<file path="src/logic/pm_timer_params.svh">
// offsets, field positions, reset values and counts of the pm timer block
// assumes inclusion by bare name from the design file only
`ifndef PM_TIMER_PARAMS_SVH
`define PM_TIMER_PARAMS_SVH

// ==========================================================================
// register locations
`define CFG_PM_ENABLE_FOUR   8'h83
`define CFG_GPT1_COUNT       8'h88
`define CFG_GPT1_CONTROL     8'h89
`define CFG_GPT2_COUNT       8'h8a
`define CFG_GPT2_CONTROL     8'h8b
`define CFG_GPT_ENABLE       8'h9a
`define CFG_GPT_STATUS       8'h9b
`define MEM_ACPI_COUNT       16'h001c
`define IO_ACPI_COUNT        16'h121c

// ==========================================================================
// reset values
`define ACPI_COUNT_RESET     24'hff_fffc
`define BYTE_RESET           8'h00

// ==========================================================================
// field positions
`define CTL2_SEC_DISK_RELOAD 7
`define CTL2_DISPLAY_BASE    6
`define CTL2_GPT2_WIDE       5
`define CTL2_GPT1_WIDE       4
`define CTL2_GPT2_BASE       3
`define CTL2_GPT2_PIN_RELOAD 2
`define CTL1_GPT1_BASE       7
`define EN4_ACPI_SMI         5
`define GPT_EN_FALLING       2
`define STS_ACPI             2
`define ACPI_MSB             23

// ==========================================================================
// timing counts, in slow timebase clocks and reference clocks
`define SLOW_TICKS_MS        32
`define SLOW_TICKS_SEC       32768
`define ACPI_REF_DIVIDE      4

`endif

</file>
<file path="src/logic/pm_timer_pkg.sv">
// types shared by the pm timer block
// assumes no other package is needed
`default_nettype none

package pm_timer_pkg;

  // ========================================================================
  // access space of the register port
  typedef enum logic [1:0] {
    SPACE_CFG = 2'b00,
    SPACE_MEM = 2'b01,
    SPACE_IO  = 2'b10
  } acc_space_t;

  // ========================================================================
  // general purpose timer states
  typedef enum logic [1:0] {
    TMR_IDLE = 2'b00,
    TMR_LOAD = 2'b01,
    TMR_RUN  = 2'b10
  } tmr_state_t;

endpackage

`default_nettype wire

</file>
<file path="src/logic/pm_timer.sv">
// pm general purpose timers, display-activity tick and acpi counter
// assumes all inputs synchronous to clock_i; slow and reference clocks
// arrive as sampled levels far slower than clock_i
`include "pm_timer_params.svh"
`default_nettype none

// Functional notes
// - secondary disk access reloads timer one when its retrigger bit set
// - display tick select: clear gives 1 ms, set gives 32 us
// - timer two width bit: clear 8-bit, count byte used directly
// - timer two 16-bit mode: count byte shifted left eight, low zeros
// - timer one width bit: clear 8-bit, count byte used directly
// - timer one 16-bit mode: count byte shifted left eight, low zeros
// - timer two timebase: clear one second, set one millisecond
// - configured reload pin edge reloads timer two when enabled
// - acpi counter steps at reference divided by four
// - acpi count read gives count in 23:0, zeros above
// - acpi count read-only, starts at 00fffffc after reset
// - acpi msb toggle raises management interrupt when enabled
// - acpi count readable at memory offset and at fixed io port
// - timers load on enable or reload, decrement per timebase tick
// - timer expiry sets its status flag and raises management interrupt
// - expired timer stays idle until re-enabled or count rewritten
// - pending load waits for the next tick of the selected timebase
module pm_timer
  import pm_timer_pkg::*;
(
  // clock and reset
  input  wire logic        clock_i,
  input  wire logic        rst_n_i,
  // register access port
  input  wire logic [1:0]  acc_space_i,
  input  wire logic [15:0] acc_addr_i,
  input  wire logic        acc_wr_i,
  input  wire logic        acc_rd_i,
  input  wire logic [7:0]  acc_wdata_i,
  output var  logic [31:0] acc_rdata_o,
  output var  logic        acc_ack_o,
  // timebases and events
  input  wire logic        slow_timebase_clock_i,
  input  wire logic        acpi_ref_clock_i,
  input  wire logic        timer_reload_pin_i,
  input  wire logic        secondary_disk_access_i,
  // results
  output var  logic        system_mgmt_interrupt_o,
  output var  logic        display_timer_tick_o,
  output var  logic [1:0]  timer_expired_o
);

  // ========================================================================
  // register file
  logic [7:0]  enable_four, next_enable_four;
  logic [7:0]  count_byte [2];
  logic [7:0]  next_count_byte [2];
  logic [7:0]  control_one, next_control_one;
  logic [7:0]  control_two, next_control_two;
  logic [2:0]  gpt_enable, next_gpt_enable;
  logic [2:0]  status, next_status;
  logic [2:0]  status_set;
  logic [31:0] next_rdata;
  logic        next_ack;
  logic        cfg_wr;
  logic [23:0] acpi_count;
  logic [1:0]  count_written;

  always_comb begin
    cfg_wr           = acc_wr_i && (acc_space_i == SPACE_CFG);
    next_enable_four = enable_four;
    next_control_one = control_one;
    next_control_two = control_two;
    next_gpt_enable  = gpt_enable;
    next_count_byte  = count_byte;
    count_written    = 2'b00;
    next_status      = status | status_set;
    if (cfg_wr) begin
      case (acc_addr_i[7:0])
        `CFG_PM_ENABLE_FOUR: next_enable_four = acc_wdata_i;
        `CFG_GPT1_CONTROL:   next_control_one = acc_wdata_i;
        `CFG_GPT2_CONTROL:   next_control_two = acc_wdata_i;
        `CFG_GPT_ENABLE:     next_gpt_enable  = acc_wdata_i[2:0];
        `CFG_GPT1_COUNT: begin
          next_count_byte[0] = acc_wdata_i;
          count_written[0]   = 1'b1;
        end
        `CFG_GPT2_COUNT: begin
          next_count_byte[1] = acc_wdata_i;
          count_written[1]   = 1'b1;
        end
        // set wins over a same-cycle write-one clear
        `CFG_GPT_STATUS:
          next_status = (status & ~acc_wdata_i[2:0]) | status_set;
        default: next_status = status | status_set;
      endcase
    end
    next_rdata = 32'h0000_0000;
    if (acc_rd_i) begin
      case (acc_space_i)
        SPACE_CFG: begin
          case (acc_addr_i[7:0])
            `CFG_PM_ENABLE_FOUR: next_rdata[7:0] = enable_four;
            `CFG_GPT1_COUNT:     next_rdata[7:0] = count_byte[0];
            `CFG_GPT1_CONTROL:   next_rdata[7:0] = control_one;
            `CFG_GPT2_COUNT:     next_rdata[7:0] = count_byte[1];
            `CFG_GPT2_CONTROL:   next_rdata[7:0] = control_two;
            `CFG_GPT_ENABLE:     next_rdata[2:0] = gpt_enable;
            `CFG_GPT_STATUS:     next_rdata[2:0] = status;
            default:             next_rdata      = 32'h0000_0000;
          endcase
        end
        SPACE_MEM: if (acc_addr_i == `MEM_ACPI_COUNT) begin
          next_rdata = {8'h00, acpi_count};
        end
        SPACE_IO: if (acc_addr_i == `IO_ACPI_COUNT) begin
          next_rdata = {8'h00, acpi_count};
        end
        default: next_rdata = 32'h0000_0000;
      endcase
    end
    next_ack = acc_rd_i || acc_wr_i;
  end

  always_ff @(posedge clock_i or negedge rst_n_i) begin
    if (!rst_n_i) begin
      enable_four   <= `BYTE_RESET;
      control_one   <= `BYTE_RESET;
      control_two   <= `BYTE_RESET;
      gpt_enable    <= 3'b000;
      count_byte[0] <= `BYTE_RESET;
      count_byte[1] <= `BYTE_RESET;
      status        <= 3'b000;
      acc_rdata_o   <= 32'h0000_0000;
      acc_ack_o     <= 1'b0;
    end else begin
      enable_four   <= next_enable_four;
      control_one   <= next_control_one;
      control_two   <= next_control_two;
      gpt_enable    <= next_gpt_enable;
      count_byte    <= next_count_byte;
      status        <= next_status;
      acc_rdata_o   <= next_rdata;
      acc_ack_o     <= next_ack;
    end
  end

  // ========================================================================
  // timebase prescaler and acpi counter
  // no writes reach the acpi count: it is read-only by construction
  logic        slow_q, ref_q, pin_q;
  logic [14:0] prescale, next_prescale;
  logic [1:0]  ref_div, next_ref_div;
  logic [23:0] next_acpi_count;
  logic        slow_rise, ref_rise, acpi_step;
  logic        tick_ms, tick_sec, tick_short;
  logic        next_disp_tick, acpi_toggle;

  always_comb begin
    slow_rise     = slow_timebase_clock_i && !slow_q;
    ref_rise      = acpi_ref_clock_i && !ref_q;
    next_prescale = slow_rise ? prescale + 15'h0001 : prescale;
    tick_short    = slow_rise;
    tick_ms  = slow_rise && (prescale[4:0] == 5'(`SLOW_TICKS_MS - 1));
    tick_sec = slow_rise && (prescale == 15'(`SLOW_TICKS_SEC - 1));
    acpi_step     = ref_rise && (ref_div == 2'(`ACPI_REF_DIVIDE - 1));
    next_ref_div  = ref_rise ? ref_div + 2'h1 : ref_div;
    // wraps naturally past all ones
    next_acpi_count = acpi_step ? acpi_count + 24'h00_0001
                                : acpi_count;
    acpi_toggle = next_acpi_count[`ACPI_MSB] != acpi_count[`ACPI_MSB];
    // one slow clock is the nearest tick to 32 us
    next_disp_tick = control_two[`CTL2_DISPLAY_BASE] ? tick_short
                                                     : tick_ms;
  end

  always_ff @(posedge clock_i or negedge rst_n_i) begin
    if (!rst_n_i) begin
      slow_q               <= 1'b0;
      ref_q                <= 1'b0;
      pin_q                <= 1'b0;
      prescale             <= 15'h0000;
      ref_div              <= 2'h0;
      acpi_count           <= `ACPI_COUNT_RESET;
      display_timer_tick_o <= 1'b0;
    end else begin
      slow_q               <= slow_timebase_clock_i;
      ref_q                <= acpi_ref_clock_i;
      pin_q                <= timer_reload_pin_i;
      prescale             <= next_prescale;
      ref_div              <= next_ref_div;
      acpi_count           <= next_acpi_count;
      display_timer_tick_o <= next_disp_tick;
    end
  end

  // ========================================================================
  // general purpose timers
  tmr_state_t  tmr_state [2];
  tmr_state_t  next_tmr_state [2];
  logic [15:0] tmr_count [2];
  logic [15:0] next_tmr_count [2];
  logic [1:0]  en_q, wide, base_ms, reload, tick, expire;
  logic [15:0] load_value [2];
  logic        pin_edge;

  always_comb begin
    wide[0]    = control_two[`CTL2_GPT1_WIDE];
    wide[1]    = control_two[`CTL2_GPT2_WIDE];
    base_ms[0] = control_one[`CTL1_GPT1_BASE];
    base_ms[1] = control_two[`CTL2_GPT2_BASE];
    pin_edge   = gpt_enable[`GPT_EN_FALLING] ? (pin_q && !timer_reload_pin_i)
                                             : (!pin_q && timer_reload_pin_i);
    reload[0]  = control_two[`CTL2_SEC_DISK_RELOAD]
                 && secondary_disk_access_i;
    reload[1]  = control_two[`CTL2_GPT2_PIN_RELOAD] && pin_edge;
    // load waits for the selected prescaler wrap
    tick[0] = base_ms[0] ? tick_ms : tick_sec;
    tick[1] = base_ms[1] ? tick_ms : tick_sec;
    // wide mode: byte becomes the high half
    load_value[0] = wide[0] ? {count_byte[0], 8'h00}
                            : {8'h00, count_byte[0]};
    load_value[1] = wide[1] ? {count_byte[1], 8'h00}
                            : {8'h00, count_byte[1]};
    next_tmr_state = tmr_state;
    next_tmr_count = tmr_count;
    expire         = 2'b00;
    for (int i = 0; i < 2; i++) begin
      if (!gpt_enable[i]) begin
        next_tmr_state[i] = TMR_IDLE;
      end else if (!en_q[i] || count_written[i] ||
                   (reload[i] && tmr_state[i] != TMR_IDLE)) begin
        // an expired timer ignores reload events
        next_tmr_state[i] = TMR_LOAD;
      end else begin
        case (tmr_state[i])
          TMR_LOAD: if (tick[i]) begin
            next_tmr_count[i] = load_value[i];
            next_tmr_state[i] = TMR_RUN;
          end
          TMR_RUN: if (tick[i]) begin
            if (tmr_count[i] <= 16'h0001) begin
              next_tmr_count[i] = 16'h0000;
              next_tmr_state[i] = TMR_IDLE;
              expire[i]         = 1'b1;
            end else begin
              next_tmr_count[i] = tmr_count[i] - 16'h0001;
            end
          end
          TMR_IDLE: next_tmr_state[i] = TMR_IDLE;
          default:  next_tmr_state[i] = TMR_IDLE;
        endcase
      end
    end
    status_set = {acpi_toggle && enable_four[`EN4_ACPI_SMI],
                  expire};
  end

  always_ff @(posedge clock_i or negedge rst_n_i) begin
    if (!rst_n_i) begin
      en_q                    <= 2'b00;
      tmr_state[0]            <= TMR_IDLE;
      tmr_state[1]            <= TMR_IDLE;
      tmr_count[0]            <= 16'h0000;
      tmr_count[1]            <= 16'h0000;
      timer_expired_o         <= 2'b00;
      system_mgmt_interrupt_o <= 1'b0;
    end else begin
      en_q                    <= gpt_enable[1:0];
      tmr_state               <= next_tmr_state;
      tmr_count               <= next_tmr_count;
      timer_expired_o         <= expire;
      // level held while any status flag stands
      system_mgmt_interrupt_o <= |next_status;
    end
  end

endmodule

`default_nettype wire

</file>
<file path="config.mk">
export PLATFORM = sky130hd
export DESIGN_NAME = pm_timer
export DESIGN_NICKNAME = d
export VERILOG_FILES = /design/src/logic/pm_timer_pkg.sv /design/src/logic/pm_timer.sv
export VERILOG_INCLUDE_DIRS = /design/src /design/src/logic
export SDC_FILE = /design/constraint.sdc
export NUM_CORES = 1
export LEC_CHECK = 0
export ABC_CLOCK_PERIOD_IN_PS = 2540
export BUFFER_PORTS_ARGS = -buffer_cell sky130_fd_sc_hd__buf_4
export CAP_MARGIN = 20
export CORE_AREA = 2 2 169 129
export DETAILED_ROUTE_END_ITERATION = 8
export DIE_AREA = 0 0 171 131
export PLACE_DENSITY_LB_ADDON = 0.08
export SLEW_MARGIN = 20
export SYNTH_ARGS = -nofsm -noshare
export SYNTH_HDL_FRONTEND = slang
export SYNTH_SLANG_ARGS = --single-unit
</file>
<file path="constraint.sdc">
create_clock -name clock_i -period 2.54 [get_ports clock_i]
set_input_delay 0.508 -clock clock_i [delete_from_list [all_inputs] [get_ports clock_i]]
set_output_delay 0.508 -clock clock_i [all_outputs]
set_load 0.02 [all_outputs]
</file>
==> impl_metrics.tcl <==
set metrics [dict create \
    outcome "complete, no violations" \
    cts_setup_buffers 0 \
    dr_total_vias 6183 \
    reg2reg_slack_ps 170 \
    crit_family "simple AND/OR/NAND/NOR gates" \
    boundaryPins 71 \
    ant_nets 0 \
    synth_enable_flop_cells 0 \
    post_synth.cell_area_avg_um2 10.7 \
    yosysWarnings 0 \
    slew_violations 0 \
    clkLatencyLatePin_ps 420 \
    grt.total_usage_pct 19.5 \
    path_cells "inv_1 -> ha_1 -> or3b_2 -> nor4_2 -> nand2_1 -> a211oi_1 -> o22ai_1" \
    cts-root-buf "clkbuf_16" \
    dpl.hpwl_um 15400 \
    multi_input_area_um2 3700 \
    row_count 46 \
    die_w_um 171 \
    crit_path_end_kind "flip-flop" \
    drtPass1Iterations 5 \
    fin_hold_ws_ps 39.5 \
    drtIter0Drc 477 \
    async_reset_ff_share_pct 100 \
    die_area_um2 22400 \
    grt_setup_unrepaired "false" \
    drc 0 \
    start_kind "flip-flop" \
    grt_pass1_wl_um 33200 \
    tightest_slew_ps 587 \
    ys_top_cells_by_area "dfrtp_1 42%, dfstp_2 7.3%, mux2_2 3.4%" \
    cts_resized 0 \
    required_ps 2840 \
    period_needed_ps 2370 \
    p_leak_nw 4.29 \
    cts_max_level 4 \
    cp_max_fo 5 \
    fmax_ghz 0.421 \
    synth_area_um2 7970 \
    path_clk_slew_ps 70 \
    ff2ff_path_depth 7 \
    worstSetupPathType "flip-flop to flip-flop" \
    cp.arrival_ps 2670 \
    fill_cells 1988 \
    hold_class "primary input to asynchronous set/reset pin" \
    viasPerCell 5.45 \
    clock_skew_ps 9.56 \
    cts_made_buffers 17 \
    ys_seq_area_share_pct 49.7 \
    r2r_start "tmr_count[0]$_DFFE_PN0P_" \
    cts_sinks 157 \
    grt_max_degree 58 \
    num-nets-final 881 \
    seq_area_um2 3960 \
    gr-total-overflow 0 \
    fin_crit_sh_pct 93.4 \
    synth_top_area_share_pct 42.4 \
    yosysTopAreaCell "dfrtp_1" \
    cp_num_buf_inv 1 \
    finalHoldViolations 0 \
    syn_to_final_growth_pct 19.8 \
    netlist_instances 744 \
    drt_wl_total_um 20700 \
    antenna_found_initial 0 \
    slew_headroom_pct 60.7 \
    setup-violations-final 0 \
    grt_pass1_vias 5985 \
    critPathMaxStageDelay_ps 530 \
    clockBufferDepth 2 \
    synthDistinctLibCells 82 \
    portBuffers 62 \
    timing.rr.end "tmr_count[12]$_DFFE_PN0P_" \
    ys.flop_type "dfrtp_1" \
    die_y_um 131 \
    cp_slowest_cell "or3b_2" \
    cts_tree "yes" \
    coreArea_um2 20800 \
    drive_gt1_share_pct 23.5 \
    p_per_area_nw_per_um2 600 \
    hold_buffers 0 \
    ys_ff_latch 157 \
    maxCapViolations 0 \
    wire_per_inst_um 18.3 \
    gp_congestion 0.843 \
    peakVddDrop_mv 0.417 \
    setup_tns_ps 0 \
    initial_core_util_pct 38.2 \
]
==> metal layers <==
layer | vias up | part of all wire, % | track usage, %
met5 | - | 0 | 0
met4 | 0 | 0.96 | 4.59
met3 | 16 | 5.4 | 4.28
met2 | 176 | 43 | 28.0
met1 | 3084 | 50 | 29.7
li1 | 2907 | - | -
==> worst reg2reg max path, stage by stage, from the launching register on <==
cell      delay, ps
dfrtp_1         410
inv_1           130
ha_1            230
or3b_2          530
nor4_2          450
nand2_1         120
a211oi_1        270
o22ai_1         110
==> registers in the layout, indices dropped and copies added (netlist names), 2 cells and up <==
name / count
acc_rdata_o: 24
acpi_count: 24
control_one: 8
control_two: 8
count_byte: 16
en_q: 2
enable_four: 8
gpt_enable: 3
prescale: 15
ref_div: 2
status: 3
timer_expired_o: 2
tmr_count: 32
tmr_state: 4
==> worst max path at each step <==
stage | startpoint | endpoint | slack [ps] | depth (start not counted)
3_5_place_dp | acc_addr_i[5] | enable_four[7]$_DFFE_PN0P_ | 50 | 6
2_1_floorplan | acc_addr_i[5] | control_one[4]$_DFFE_PN0P_ | 260 | 6
4_1_cts | prescale[0]$_DFFE_PN0P_ | tmr_count[17]$_DFFE_PN0P_ | 200 | 8
3_3_place_gp | acc_space_i[0] | system_mgmt_interrupt_o$_DFF_PN0_ | 100 | 8
5_1_grt | tmr_count[0]$_DFFE_PN0P_ | tmr_count[14]$_DFFE_PN0P_ | 6 | 7
6_report | tmr_count[0]$_DFFE_PN0P_ | tmr_count[12]$_DFFE_PN0P_ | 170 | 7
==> logic make-up (layout without fill, tap and decap cells) <==
group                    count (synthesis)  count (layout)  share of synthesized area [%]
other                                    1               9                         0.0471
AND/OR/NAND/NOR                        248             248                           17.9
buffers and inverters                   76             171                           4.21
flip-flops                             157             157                           49.7
XOR/XNOR                                37              37                           4.07
AO/OA/AOI/OAI                          166             166                           15.4
multiplexers                            45              45                           6.53
adder cells (fa/ha/maj)                 14              14                           2.20
==> cell type report <==
cell class | instances | area share, %
inverter | 36 | 1.42
tap | 288 | 3.77
clock inverter | 10 | 1.44
timing repair buffer | 103 | 8.27
clock buffer | 22 | 4.86
multi-input combinational | 518 | 38.8
sequential | 157 | 41.4
antenna | 1 | 0.0262
==> stage by stage <==
step | utilization [%] | power, mW | area, um^2 | setup WS [ps] | cells
global placement | 42.9 | 3.15 | 8940 | 98.9 | 1102
detailed placement | 42.9 | 3.17 | 8940 | 51.3 | 1102
finish | 45.8 | 5.73 | 9550 | 167 | 1135
CTS | 45.8 | 5.81 | 9540 | 196 | 1134
floorplan | - | 2.97 | 7990 | 265 | 751
global route | 45.8 | 5.98 | 9540 | 6.23 | 1134
==> power breakdown <==
group          switching, mW  leakage [nW]  total, mW  internal (mW)
Sequential             0.126          1.98       2.75           2.62
Clock                   1.02         0.290       2.61           1.60
Combinational          0.196          2.02      0.368          0.172
Total                   1.34          4.29       5.73           4.39
==> Yosys cell counts (15+ instances only) <==
master	n
a211oi_1	15
a22oi_1	22
and2_1	21
clkbuf_1	18
dfrtp_1	135
dfstp_2	22
inv_1	36
mux2_1	16
mux2_2	24
nand2_1	65
nand3_1	19
nor2_1	37
o22ai_1	16
xnor2_1	26
==> cell usage in the layout (no fill, tap or decap), types with 10 or more instances in the layout <==
master     instances
a22oi_1           22
a22o_1            14
a32oi_1           13
o22ai_1           16
buf_4            101
and2_1            21
nand4_1           12
dfstp_2           22
xor2_1            11
a21oi_1           10
inv_1             36
o21ai_1           11
a211oi_1          15
o21ai_0           12
mux2_2            24
nand2_1           65
nor2_1            37
mux2_1            16
nor4_1            14
o211ai_1          11
dfrtp_1          135
nand3_1           19
clkbuf_16         17
ha_1              14
xnor2_1           26
nor3_1            14
No activity file was read; power rests on OpenSTA's default activity.
